--- config.mk ---
export PLATFORM = sky130hd
export DESIGN_NAME = ppc_port_pin_config_regs
export DESIGN_NICKNAME = d
export VERILOG_FILES = /design/src/logic/ppc_pkg.sv /design/src/logic/ppc_port_pin_config_regs.sv
export SDC_FILE = /design/constraint.sdc
export NUM_CORES = 1
export LEC_CHECK = 0
export ABC_AREA = 1
export BUFFER_PORTS_ARGS = -buffer_cell sky130_fd_sc_hd__buf_2
export CORE_MARGIN = 5
export CORE_UTILIZATION = 54
export DETAILED_ROUTE_END_ITERATION = 16
export PLACE_DENSITY_LB_ADDON = 0.15
export SYNTH_ARGS = -nofsm -noshare
export SYNTH_HDL_FRONTEND = slang
export SYNTH_SLANG_ARGS = --single-unit
--- constraint.sdc ---
create_clock -name clock -period 4.2 [get_ports clock]
set_input_delay 1.26 -clock clock [delete_from_list [all_inputs] [get_ports clock]]
set_output_delay 1.26 -clock clock [all_outputs]
set_load 0.03 [all_outputs]
--- src/logic/ppc_pkg.sv ---
// Package of constants for the port pin configuration register set
// Summary of operation
// RL1: Shared setting bit 7 enables shared pin pull-up
// RL2: Pull-up bit counts only when pin not reset
// RL3: Two port 3 mode bits pick pin mode
// RL4: Port 3 mode low resets 01, high 00
// RL5: Mode high 0xAD, mode low 0xAC, page 0
// RL6: Input-type bit set means Schmitt, clear TTL
// RL7: Input-type registers reachable only on page 1
// RL8: Slew bit set means high-speed, clear normal
// RL9: Slew registers reachable only on page 1
// RL10: Slew and input-type registers reset to zero
// RL11: Shared setting bit 0 picks shared pin threshold
// RL12: Toggle enable makes overflow toggle pin, starts 1
// RL13: Timer 0 and 1 enables control own outputs
// RL14: Shared pin reads input only when option 0
// RL15: Unimplemented bits ignore writes, read zero
// RL16: Shared offsets pick register by current page
package ppc_pkg;

	// Register offsets in the special function register space
	localparam logic [7:0] OFF_P3_MODE_LOW = 8'hAC;
	localparam logic [7:0] OFF_P3_THRESH = 8'hAC;
	localparam logic [7:0] OFF_P3_MODE_HIGH = 8'hAD;
	localparam logic [7:0] OFF_P0_THRESH = 8'hB1;
	localparam logic [7:0] OFF_P0_SLEW = 8'hB2;
	localparam logic [7:0] OFF_P1_THRESH = 8'hB3;
	localparam logic [7:0] OFF_P1_SLEW = 8'hB4;
	localparam logic [7:0] OFF_SHARED_SET = 8'hB5;

	// Page select values
	localparam logic PAGE_0 = 1'b0;
	localparam logic PAGE_1 = 1'b1;

	// Implemented bit masks
	localparam logic [7:0] MASK_P3 = 8'h01;
	localparam logic [7:0] MASK_FULL = 8'hFF;
	localparam logic [7:0] MASK_SHARED = 8'h8D;

	// Field positions in the shared pin and toggle setting register
	localparam int BIT_PULLUP_EN = 7;
	localparam int BIT_T1_TOGGLE = 3;
	localparam int BIT_T0_TOGGLE = 2;
	localparam int BIT_SCHMITT_SEL = 0;

	// Reset values
	localparam logic [7:0] RST_P3_MODE_LOW = 8'h01;
	localparam logic [7:0] RST_P3_MODE_HIGH = 8'h00;
	localparam logic [7:0] RST_ZERO = 8'h00;

	// Port 3 pin modes, in order of the low/high bit pair value
	typedef enum logic [1:0] {
		PPC_QUASI_BIDIR,
		PPC_PUSH_PULL,
		PPC_INPUT_ONLY,
		PPC_OPEN_DRAIN
	} ppc_mode_e;

endpackage

--- src/logic/ppc_port_pin_config_regs.sv ---
// Port pin configuration registers with timer toggle output enables
`timescale 1ns/1ps

// A write strobe stores its data at the edge that samples it, and a read
// strobe loads the held read data at that same edge. Registers that share
// an offset are told apart by the page input; an access that selects none
// of them is ignored and reads back zero.
module ppc_port_pin_config_regs (
	input wire logic clock,
	input wire logic rst_n,
	// Register access port
	input wire logic [7:0] sfr_addr,
	input wire logic sfr_page,
	input wire logic sfr_wr,
	input wire logic sfr_rd,
	input wire logic [7:0] sfr_wdata,
	output logic [7:0] sfr_rdata,
	output logic sfr_hit,
	// Configuration option and shared pin
	input wire logic reset_pin_disable_opt,
	input wire logic shared_pin_in,
	output logic shared_pin_data,
	output logic shared_pin_pullup_en,
	output logic shared_pin_schmitt_sel,
	// Port 3 mode and pin attributes
	output logic [1:0] port3_mode,
	output logic port3_quasi_bidir,
	output logic port3_push_pull,
	output logic port3_input_only,
	output logic port3_open_drain,
	output logic port3_schmitt,
	// Port 0 and 1 thresholds and slew rates
	output logic [7:0] port0_schmitt,
	output logic [7:0] port1_schmitt,
	output logic [7:0] port0_slew_fast,
	output logic [7:0] port1_slew_fast,
	// Timer toggle outputs
	input wire logic timer0_overflow,
	input wire logic timer1_overflow,
	output logic timer0_toggle_out_en,
	output logic timer1_toggle_out_en,
	output logic timer0_pin_out,
	output logic timer1_pin_out,
	output logic timer0_pin_oe,
	output logic timer1_pin_oe
);

	// Address match, optionally qualified by page
	// A paged register answers only while its own page is selected
	function automatic logic addr_match(
		input logic [7:0] addr,
		input logic [7:0] off,
		input logic paged,
		input logic cur_page,
		input logic want_page
	);
		addr_match = (addr == off) && (!paged || (cur_page == want_page));
	endfunction

	// Write merge that keeps only implemented bits
	function automatic logic [7:0] masked(
		input logic [7:0] data,
		input logic [7:0] mask
	);
		masked = data & mask;
	endfunction

	// Port 3 mode select pair, page 0, bit 0 only
	logic [7:0] p3_mode_low_q;
	logic [7:0] p3_mode_low_d;
	logic [7:0] p3_mode_high_q;
	logic [7:0] p3_mode_high_d;

	// Port 3 input threshold, page 1, bit 0 only
	logic [7:0] p3_thresh_q;
	logic [7:0] p3_thresh_d;

	// Port 0 threshold and slew, page 1, all bits
	logic [7:0] p0_thresh_q;
	logic [7:0] p0_thresh_d;
	logic [7:0] p0_slew_q;
	logic [7:0] p0_slew_d;

	// Port 1 threshold and slew, page 1, all bits
	logic [7:0] p1_thresh_q;
	logic [7:0] p1_thresh_d;
	logic [7:0] p1_slew_q;
	logic [7:0] p1_slew_d;

	// Shared pin and toggle setting, on both pages
	logic [7:0] shared_set_q;
	logic [7:0] shared_set_d;

	// Read data held between read strobes
	logic [7:0] rdata_q;
	logic [7:0] rdata_d;

	// Toggle output state for each timer
	logic t0_pin_q;
	logic t0_pin_d;
	logic t1_pin_q;
	logic t1_pin_d;

	// Per-register selects
	wire logic sel_p3_mode_low;
	wire logic sel_p3_mode_high;
	wire logic sel_p3_thresh;
	wire logic sel_p0_thresh;
	wire logic sel_p0_slew;
	wire logic sel_p1_thresh;
	wire logic sel_p1_slew;
	wire logic sel_shared;

	// Read selection of the addressed register
	wire logic [7:0] read_mux;

	// High while the shared pin is a plain input rather than reset
	wire logic shared_pin_is_gpio;

	// Page 0 holds the port 3 mode pair
	assign sel_p3_mode_low = addr_match(sfr_addr,
		ppc_pkg::OFF_P3_MODE_LOW, 1'b1, sfr_page, ppc_pkg::PAGE_0); // RL5 RL16
	assign sel_p3_mode_high = addr_match(sfr_addr,
		ppc_pkg::OFF_P3_MODE_HIGH, 1'b1, sfr_page, ppc_pkg::PAGE_0); // RL5

	// Page 1 holds the input-type registers
	assign sel_p3_thresh = addr_match(sfr_addr,
		ppc_pkg::OFF_P3_THRESH, 1'b1, sfr_page, ppc_pkg::PAGE_1); // RL7 RL16
	assign sel_p0_thresh = addr_match(sfr_addr,
		ppc_pkg::OFF_P0_THRESH, 1'b1, sfr_page, ppc_pkg::PAGE_1); // RL7
	assign sel_p1_thresh = addr_match(sfr_addr,
		ppc_pkg::OFF_P1_THRESH, 1'b1, sfr_page, ppc_pkg::PAGE_1); // RL7

	// Page 1 holds the slew registers
	assign sel_p0_slew = addr_match(sfr_addr,
		ppc_pkg::OFF_P0_SLEW, 1'b1, sfr_page, ppc_pkg::PAGE_1); // RL9
	assign sel_p1_slew = addr_match(sfr_addr,
		ppc_pkg::OFF_P1_SLEW, 1'b1, sfr_page, ppc_pkg::PAGE_1); // RL9

	// Shared setting register answers on either page
	assign sel_shared = addr_match(sfr_addr,
		ppc_pkg::OFF_SHARED_SET, 1'b0, sfr_page, ppc_pkg::PAGE_0);

	// Any register of this block addressed
	assign sfr_hit = sel_p3_mode_low | sel_p3_mode_high | sel_p3_thresh |
		sel_p0_thresh | sel_p0_slew | sel_p1_thresh | sel_p1_slew |
		sel_shared;

	// Read selection; unmapped addresses read zero
	assign read_mux =
		({8{sel_p3_mode_low}} & p3_mode_low_q) |
		({8{sel_p3_mode_high}} & p3_mode_high_q) |
		({8{sel_p3_thresh}} & p3_thresh_q) |
		({8{sel_p0_thresh}} & p0_thresh_q) |
		({8{sel_p0_slew}} & p0_slew_q) |
		({8{sel_p1_thresh}} & p1_thresh_q) |
		({8{sel_p1_slew}} & p1_slew_q) |
		({8{sel_shared}} & shared_set_q); // RL16

	// Next values of the writable registers
	// Port 3 registers keep bit 0 only
	assign p3_mode_low_d = (sfr_wr && sel_p3_mode_low) ?
		masked(sfr_wdata, ppc_pkg::MASK_P3) : p3_mode_low_q; // RL15
	assign p3_mode_high_d = (sfr_wr && sel_p3_mode_high) ?
		masked(sfr_wdata, ppc_pkg::MASK_P3) : p3_mode_high_q; // RL15
	assign p3_thresh_d = (sfr_wr && sel_p3_thresh) ?
		masked(sfr_wdata, ppc_pkg::MASK_P3) : p3_thresh_q; // RL15

	// Port 0 and 1 registers keep all eight bits
	assign p0_thresh_d = (sfr_wr && sel_p0_thresh) ?
		masked(sfr_wdata, ppc_pkg::MASK_FULL) : p0_thresh_q;
	assign p0_slew_d = (sfr_wr && sel_p0_slew) ?
		masked(sfr_wdata, ppc_pkg::MASK_FULL) : p0_slew_q;
	assign p1_thresh_d = (sfr_wr && sel_p1_thresh) ?
		masked(sfr_wdata, ppc_pkg::MASK_FULL) : p1_thresh_q;
	assign p1_slew_d = (sfr_wr && sel_p1_slew) ?
		masked(sfr_wdata, ppc_pkg::MASK_FULL) : p1_slew_q;

	// Shared setting keeps bits 7, 3, 2 and 0
	assign shared_set_d = (sfr_wr && sel_shared) ?
		masked(sfr_wdata, ppc_pkg::MASK_SHARED) : shared_set_q; // RL15

	// Read data is captured on a read strobe and then held
	// A strobe that selects nothing loads zero, so stale data never lingers
	assign rdata_d = sfr_rd ? read_mux : rdata_q;

	// Port 3 configuration registers
	always_ff @(posedge clock) begin
		if (!rst_n) begin
			p3_mode_low_q <= ppc_pkg::RST_P3_MODE_LOW; // RL4
			p3_mode_high_q <= ppc_pkg::RST_P3_MODE_HIGH; // RL4
			p3_thresh_q <= ppc_pkg::RST_ZERO; // RL10
		end else begin
			p3_mode_low_q <= p3_mode_low_d;
			p3_mode_high_q <= p3_mode_high_d;
			p3_thresh_q <= p3_thresh_d;
		end
	end

	// Port 0 and 1 threshold and slew registers
	always_ff @(posedge clock) begin
		if (!rst_n) begin
			p0_thresh_q <= ppc_pkg::RST_ZERO; // RL10
			p0_slew_q <= ppc_pkg::RST_ZERO; // RL10
			p1_thresh_q <= ppc_pkg::RST_ZERO; // RL10
			p1_slew_q <= ppc_pkg::RST_ZERO; // RL10
		end else begin
			p0_thresh_q <= p0_thresh_d;
			p0_slew_q <= p0_slew_d;
			p1_thresh_q <= p1_thresh_d;
			p1_slew_q <= p1_slew_d;
		end
	end

	// Shared pin setting register and read data holder
	always_ff @(posedge clock) begin
		if (!rst_n) begin
			shared_set_q <= ppc_pkg::RST_ZERO;
			rdata_q <= ppc_pkg::RST_ZERO;
		end else begin
			shared_set_q <= shared_set_d;
			rdata_q <= rdata_d;
		end
	end

	// Read data comes straight from its flip-flops
	assign sfr_rdata = rdata_q;

	// Port 3 mode from the low/high bit pair
	assign port3_mode = {p3_mode_low_q[0], p3_mode_high_q[0]}; // RL3

	// One-hot mode decode for the pad driver
	always_comb begin
		port3_quasi_bidir = 1'b0;
		port3_push_pull = 1'b0;
		port3_input_only = 1'b0;
		port3_open_drain = 1'b0;
		case (port3_mode)
			// Both bits clear
			ppc_pkg::PPC_QUASI_BIDIR: port3_quasi_bidir = 1'b1; // RL3
			// High bit only
			ppc_pkg::PPC_PUSH_PULL: port3_push_pull = 1'b1; // RL3
			// Low bit only, the reset state
			ppc_pkg::PPC_INPUT_ONLY: port3_input_only = 1'b1; // RL3
			// Both bits set
			ppc_pkg::PPC_OPEN_DRAIN: port3_open_drain = 1'b1; // RL3
			// Unreachable with two bits; falls back to the reset mode
			default: port3_input_only = 1'b1;
		endcase
	end

	// Per-pin threshold selects, set means Schmitt
	assign port0_schmitt = p0_thresh_q; // RL6
	assign port1_schmitt = p1_thresh_q; // RL6
	assign port3_schmitt = p3_thresh_q[0]; // RL6
	assign shared_pin_schmitt_sel =
		shared_set_q[ppc_pkg::BIT_SCHMITT_SEL]; // RL11 RL6

	// Per-pin slew selects, set means high-speed
	assign port0_slew_fast = p0_slew_q; // RL8
	assign port1_slew_fast = p1_slew_q; // RL8

	// Option programmed to 0 frees the pin from its reset role
	// The option is a fixed configuration input and is not stored here
	assign shared_pin_is_gpio = !reset_pin_disable_opt;

	// Pull-up forced on while the pin serves as reset
	assign shared_pin_pullup_en = shared_pin_is_gpio ?
		shared_set_q[ppc_pkg::BIT_PULLUP_EN] : 1'b1; // RL1 RL2

	// Pin data reads the input only when freed, otherwise zero
	assign shared_pin_data = shared_pin_is_gpio & shared_pin_in; // RL14

	// Toggle enables go to their own timers
	assign timer0_toggle_out_en =
		shared_set_q[ppc_pkg::BIT_T0_TOGGLE]; // RL13
	assign timer1_toggle_out_en =
		shared_set_q[ppc_pkg::BIT_T1_TOGGLE]; // RL13

	// Output held at 1 while disabled, flips on overflow when enabled
	// Clearing the enable returns the pin to 1 at the next edge, so a later
	// enable always starts from 1 before its first overflow
	assign t0_pin_d = !timer0_toggle_out_en ? 1'b1 :
		(timer0_overflow ? !t0_pin_q : t0_pin_q); // RL12
	assign t1_pin_d = !timer1_toggle_out_en ? 1'b1 :
		(timer1_overflow ? !t1_pin_q : t1_pin_q); // RL12

	// Toggle output state
	always_ff @(posedge clock) begin
		if (!rst_n) begin
			t0_pin_q <= 1'b1;
			t1_pin_q <= 1'b1;
		end else begin
			t0_pin_q <= t0_pin_d;
			t1_pin_q <= t1_pin_d;
		end
	end

	// Count pins are driven only while toggling is enabled
	// With toggling off the pins are left to the port's own input path
	assign timer0_pin_out = t0_pin_q;
	assign timer1_pin_out = t1_pin_q;
	assign timer0_pin_oe = timer0_toggle_out_en; // RL12
	assign timer1_pin_oe = timer1_toggle_out_en; // RL12

endmodule // ppc_port_pin_config_regs

; After elaboration in Yosys (flattened, before gate mapping)
; Cells that the tools add are included.
[totals]
regBits = 49
inputBits = 25
output_inout_bits = 57
wordCells = 71
[classes]
n_eq_ne = 10
mux = 5
bitwise = 24
reduce_logical = 21
[op_table]
columns = cell, n
row1 = $eq A8 B8 Y1 const B, 7
row2 = $or A8 B8 Y8, 7
row3 = $and A8 B8 Y8, 5
row4 = $and A8 B1 Y8, 3
row5 = $logic_and A1 B1 Y1, 15
row6 = $or A1 B1 Y1, 7
row7 = $mux W1, 5
row8 = $eq A2 B2 Y1 const B, 2
row9 = $reduce_and A2 Y1, 2
row10 = $logic_not A1 Y1, 3
row11 = $eq A2 B1 Y1 const B, 1
row12 = $logic_not A2 Y1, 1
row13 = $and A1 B1 Y1, 1
row14 = $not A1 Y1, 1

; Longest topological paths before layout
[depth]
word_depth = 10
ltp_mapped = 9
depth_no_buf = 9

; Worst setup path after synthesis
; Ideal clock, no wire load.
[synth_timing]
path_type = input to output
startpoint = input port sfr_addr[6]
endpoint = output port sfr_hit
t_arrival_ns = 2.171
required_time_ns = 2.940
setup_slack_ns = 0.769
stages = 7
path_buffers = 2
path_cell_list = inv_1 > nand2_2 > nor2_8 > buf_4 > buf_6 > o21ai_0 > nand3_1
[synth_between]
elab_chain_cells = 9
word_cells_on_any_way = 21
cone_classes = eq/ne (7) / bitwise (7) / reduce/logical (7)
[synth_rtl]
columns = element, line
row1 = "start, declared", ppc_port_pin_config_regs.sv:12  ; input wire logic [7:0] sfr_addr,
row2 = $eq A8 B8 Y1, ppc_port_pin_config_regs.sv:57  ; addr_match = (addr == off) && (!paged || (cur_page == want_page));
row3 = $logic_and A1 B1 Y1, ppc_port_pin_config_regs.sv:57
row4 = $or A1 B1 Y1 (3 in series), ppc_port_pin_config_regs.sv:145  ; assign sfr_hit = sel_p3_mode_low | sel_p3_mode_high | sel_p3_thresh |
row5 = $or A1 B1 Y1 (3 in series), ppc_port_pin_config_regs.sv:146  ; sel_p0_thresh | sel_p0_slew | sel_p1_thresh | sel_p1_slew |
row6 = $or A1 B1 Y1 (*), ppc_port_pin_config_regs.sv:146
row7 = "end, declared", ppc_port_pin_config_regs.sv:18  ; output logic sfr_hit,
; Mark *: on every way between the ends. The rest lies on a longest branch, timed or not.

; Worst setup path in the final report
; Ends and elaborated chain as after synthesis.

==> flow_summary.toml <==
[status]
status = "finished clean"

[route]
drt_first_pass_iters = 4
drtIter0Drc = 216
routed-via-count = 2314
viasPerCell = 5.37
drc = 0
wl_um = 6310
antenna_left = 0
routedWlPerCell_um = 14.6

[global_routing]
grt_overflow_total = 0
grt_first_pass_wirelength_um = 10400
grt_usage = 0.215
grt_pass1_vias = 2143
grt_max_degree = 41
antenna_found_initial = 0

[pwr]
total_power_w = 0.000902
p_per_area_nw_per_um2 = 314
ir_drop_mv = 0.206
power.leakage_nw = 1.35

[clock_network]
post_cts_buffers = 0
cts_resized = 0
htreeDepth = 2
clockBufferDepth = 2
cts_sinks = 49
cts_buffers = 5
cts.clk_slew.worst_paths_ps = 80
worstSkewPairLatency_ps = 300
root_buffer = "clkbuf_8"
cts_tree = "done"
cts_hold_buf = 0

[floorplanning]
row_count = 24
core_area_um2 = 4320
io_pins = 82
dieWidth_um = 76.4
die_h_um = 76.4
start_util = 0.550
die-area_um2 = 5830

[timing]
fin_setup_tns_ps = 0
slew_headroom = 0.723
worst_pin_slew_ps = 415
fin_crit_ps = 3820
final_max_slew_viol_count = 0
hold_viol = 0
rsz0062_at_grt = "false"
setup_violations = 0
skew_ps = 1.78
clock.fmax_mhz = 262
period_share = 0.909

[yosys]
syn_nets = 328
synth.distinct_cells = 30
syn_area_per_cell_um2 = 7.85
yosysSeqAreaShare = 0.413
yosys_register_bits = 49
yosysWarnings = 0
synthCells = 303
syn_area_um2 = 2380

[placement]
place_hpwl_um = 4640
place_congestion = 0.826
numPortBuffers = 81
placed_area_um2 = 2760

[setup_path]
reg2reg_from = "port0_slew_fast[1]"
reg2reg_slack_ps = 3260
critPathRequiredTime_ps = 2940
crit_arrival_ps = 2560
crit_fanout = 23
cp-end-kind = "output port"
critPathLaunch = "sfr_addr[6]"
path_class = "input port to output port"
start_kind = "input port"

[flow_run]
maxCapViolations = 0

[layout]
drive_gt1_frac = 0.309
nNetsFinal = 403
area_delta_synth_final_pct = 20.8
antennaDiodeCount = 0
finalInstanceArea_um2 = 2870
fillers = 390

[min_path]
hold_path.startpoint = "shared_set_q[2]"
hold_class = "flop to flop"
worst paths after layout:
| check | endpoint | cells past startpoint |
|---|---|---|
| worst min-delay path | timer0_pin_out | 1 |
| worst max-delay path | sfr_hit | 9 |
| worst min register to register | timer0_pin_out | 1 |
| worst max register to register | sfr_rdata[1] | 4 |
report_power, final:
part / internal, W / switching (W) / total (W)
registers: 0.000468 / 0.00000187 / 0.000470
clock network: 0.000194 / 0.000153 / 0.000347
logic: 0.0000250 / 0.0000598 / 0.0000848
total: 0.000688 / 0.000215 / 0.000902
cell usage in the layout (no fill, tap or decap):
| master | instances |
|---|---|
| o21ai_2 | 4 |
| nor2_1 | 34 |
| a211oi_2 | 2 |
| xnor2_1 | 2 |
| inv_2 | 2 |
| nand3_4 | 1 |
| clkbuf_1 | 1 |
| nor2_4 | 3 |
| a211oi_1 | 6 |
| nor2_8 | 3 |
| a21oi_2 | 3 |
| clkbuf_8 | 6 |
| nor3_1 | 4 |
| nand3_2 | 3 |
| a21oi_1 | 29 |
| nor3_4 | 2 |
| nand3_1 | 25 |
| or2_2 | 1 |
| nand2_1 | 21 |
| inv_1 | 34 |
| o21ai_0 | 39 |
| buf_2 | 81 |
| clkinv_1 | 1 |
| o211ai_1 | 3 |
| buf_4 | 2 |
| dfxtp_1 | 49 |
| nand2_2 | 3 |
| bufinv_16 | 1 |
| nor4_1 | 1 |
| nand4_1 | 13 |
critical path, stage by stage:
cell,delay [ps]
buf_2,90
inv_1,50
nand2_2,110
nor2_8,310
nand3_2,200
inv_1,190
nor2_1,60
nand3_1,80
buf_2,200
routing by layer:
layer	track usage	up-vias	routed length (um)
met5	0	-	0
met4	0.0472	0	52
met3	0.0567	5	414
met2	0.356	67	3060
met1	0.280	1066	2780
li1	-	1176	-
area by class of cell:
type,count,area (um2),share of cell area
Clock inverter,1,30.0,0.0105
Tap cell,52,65.1,0.0227
Sequential cell,49,981,0.342
Clock buffer,7,86.3,0.0301
Timing Repair Buffer,83,420,0.146
Inverter,37,139,0.0484
Multi-Input combinational cell,202,1150,0.400
cells in the mapped netlist:
cell type	n	share of area
nand2_1	21	0.033
buf_4	4	0.013
nand4_1	13	0.034
a211oi_2	2	0.011
buf_6	3	0.014
nor3_4	2	0.014
nor2_1	34	0.054
nor2_8	3	0.025
a211oi_1	6	0.019
clkinv_1	1	0.0016
a21oi_2	3	0.011
nand2_2	3	0.0079
buf_8	1	0.0063
nor4_1	1	0.0026
xnor2_1	2	0.0074
a21oi_1	29	0.061
nand3_4	1	0.0074
o211ai_1	3	0.0095
o21ai_2	4	0.015
buf_2	2	0.0042
nor2_4	3	0.014
nand3_2	3	0.013
inv_1	34	0.054
nor3_1	4	0.0084
o21ai_0	39	0.082
clkbuf_1	5	0.0079
nand3_1	25	0.053
or2_2	1	0.0026
inv_2	2	0.0032
dfxtp_1	49	0.41
state kept, by name, summed over array words and instances (netlist names):
name and count:
sfr_rdata 8, p3_thresh_q 1, timer1_pin_out 1, p3_mode_high_q 1, port0_slew_fast 8, p3_mode_low_q 1
shared_set_q 4, timer0_pin_out 1, port1_schmitt 8, port0_schmitt 8, port1_slew_fast 8
logic make-up (layout without fill, tap and decap cells):
group	Yosys count	in the layout	synth area share
AOI/OAI and AO/OA	86	86	0.208
DFF	49	49	0.413
buffers and inverters	52	128	0.104
xor gates and xnor gates	2	2	0.00737
and+or+nand+nor	114	114	0.268
stage by stage:
step,hold slack (ps),instances,utilization,setup slack (ps)
5_1_grt,463,431,0.664,261
3_3_place_gp,413,423,0.637,438
6_report,433,431,0.664,383
4_1_cts,434,431,0.664,391
3_5_place_dp,414,423,0.637,402
2_1_floorplan,440,303,-,769
Note: power is estimated with default switching activity, not from simulation.
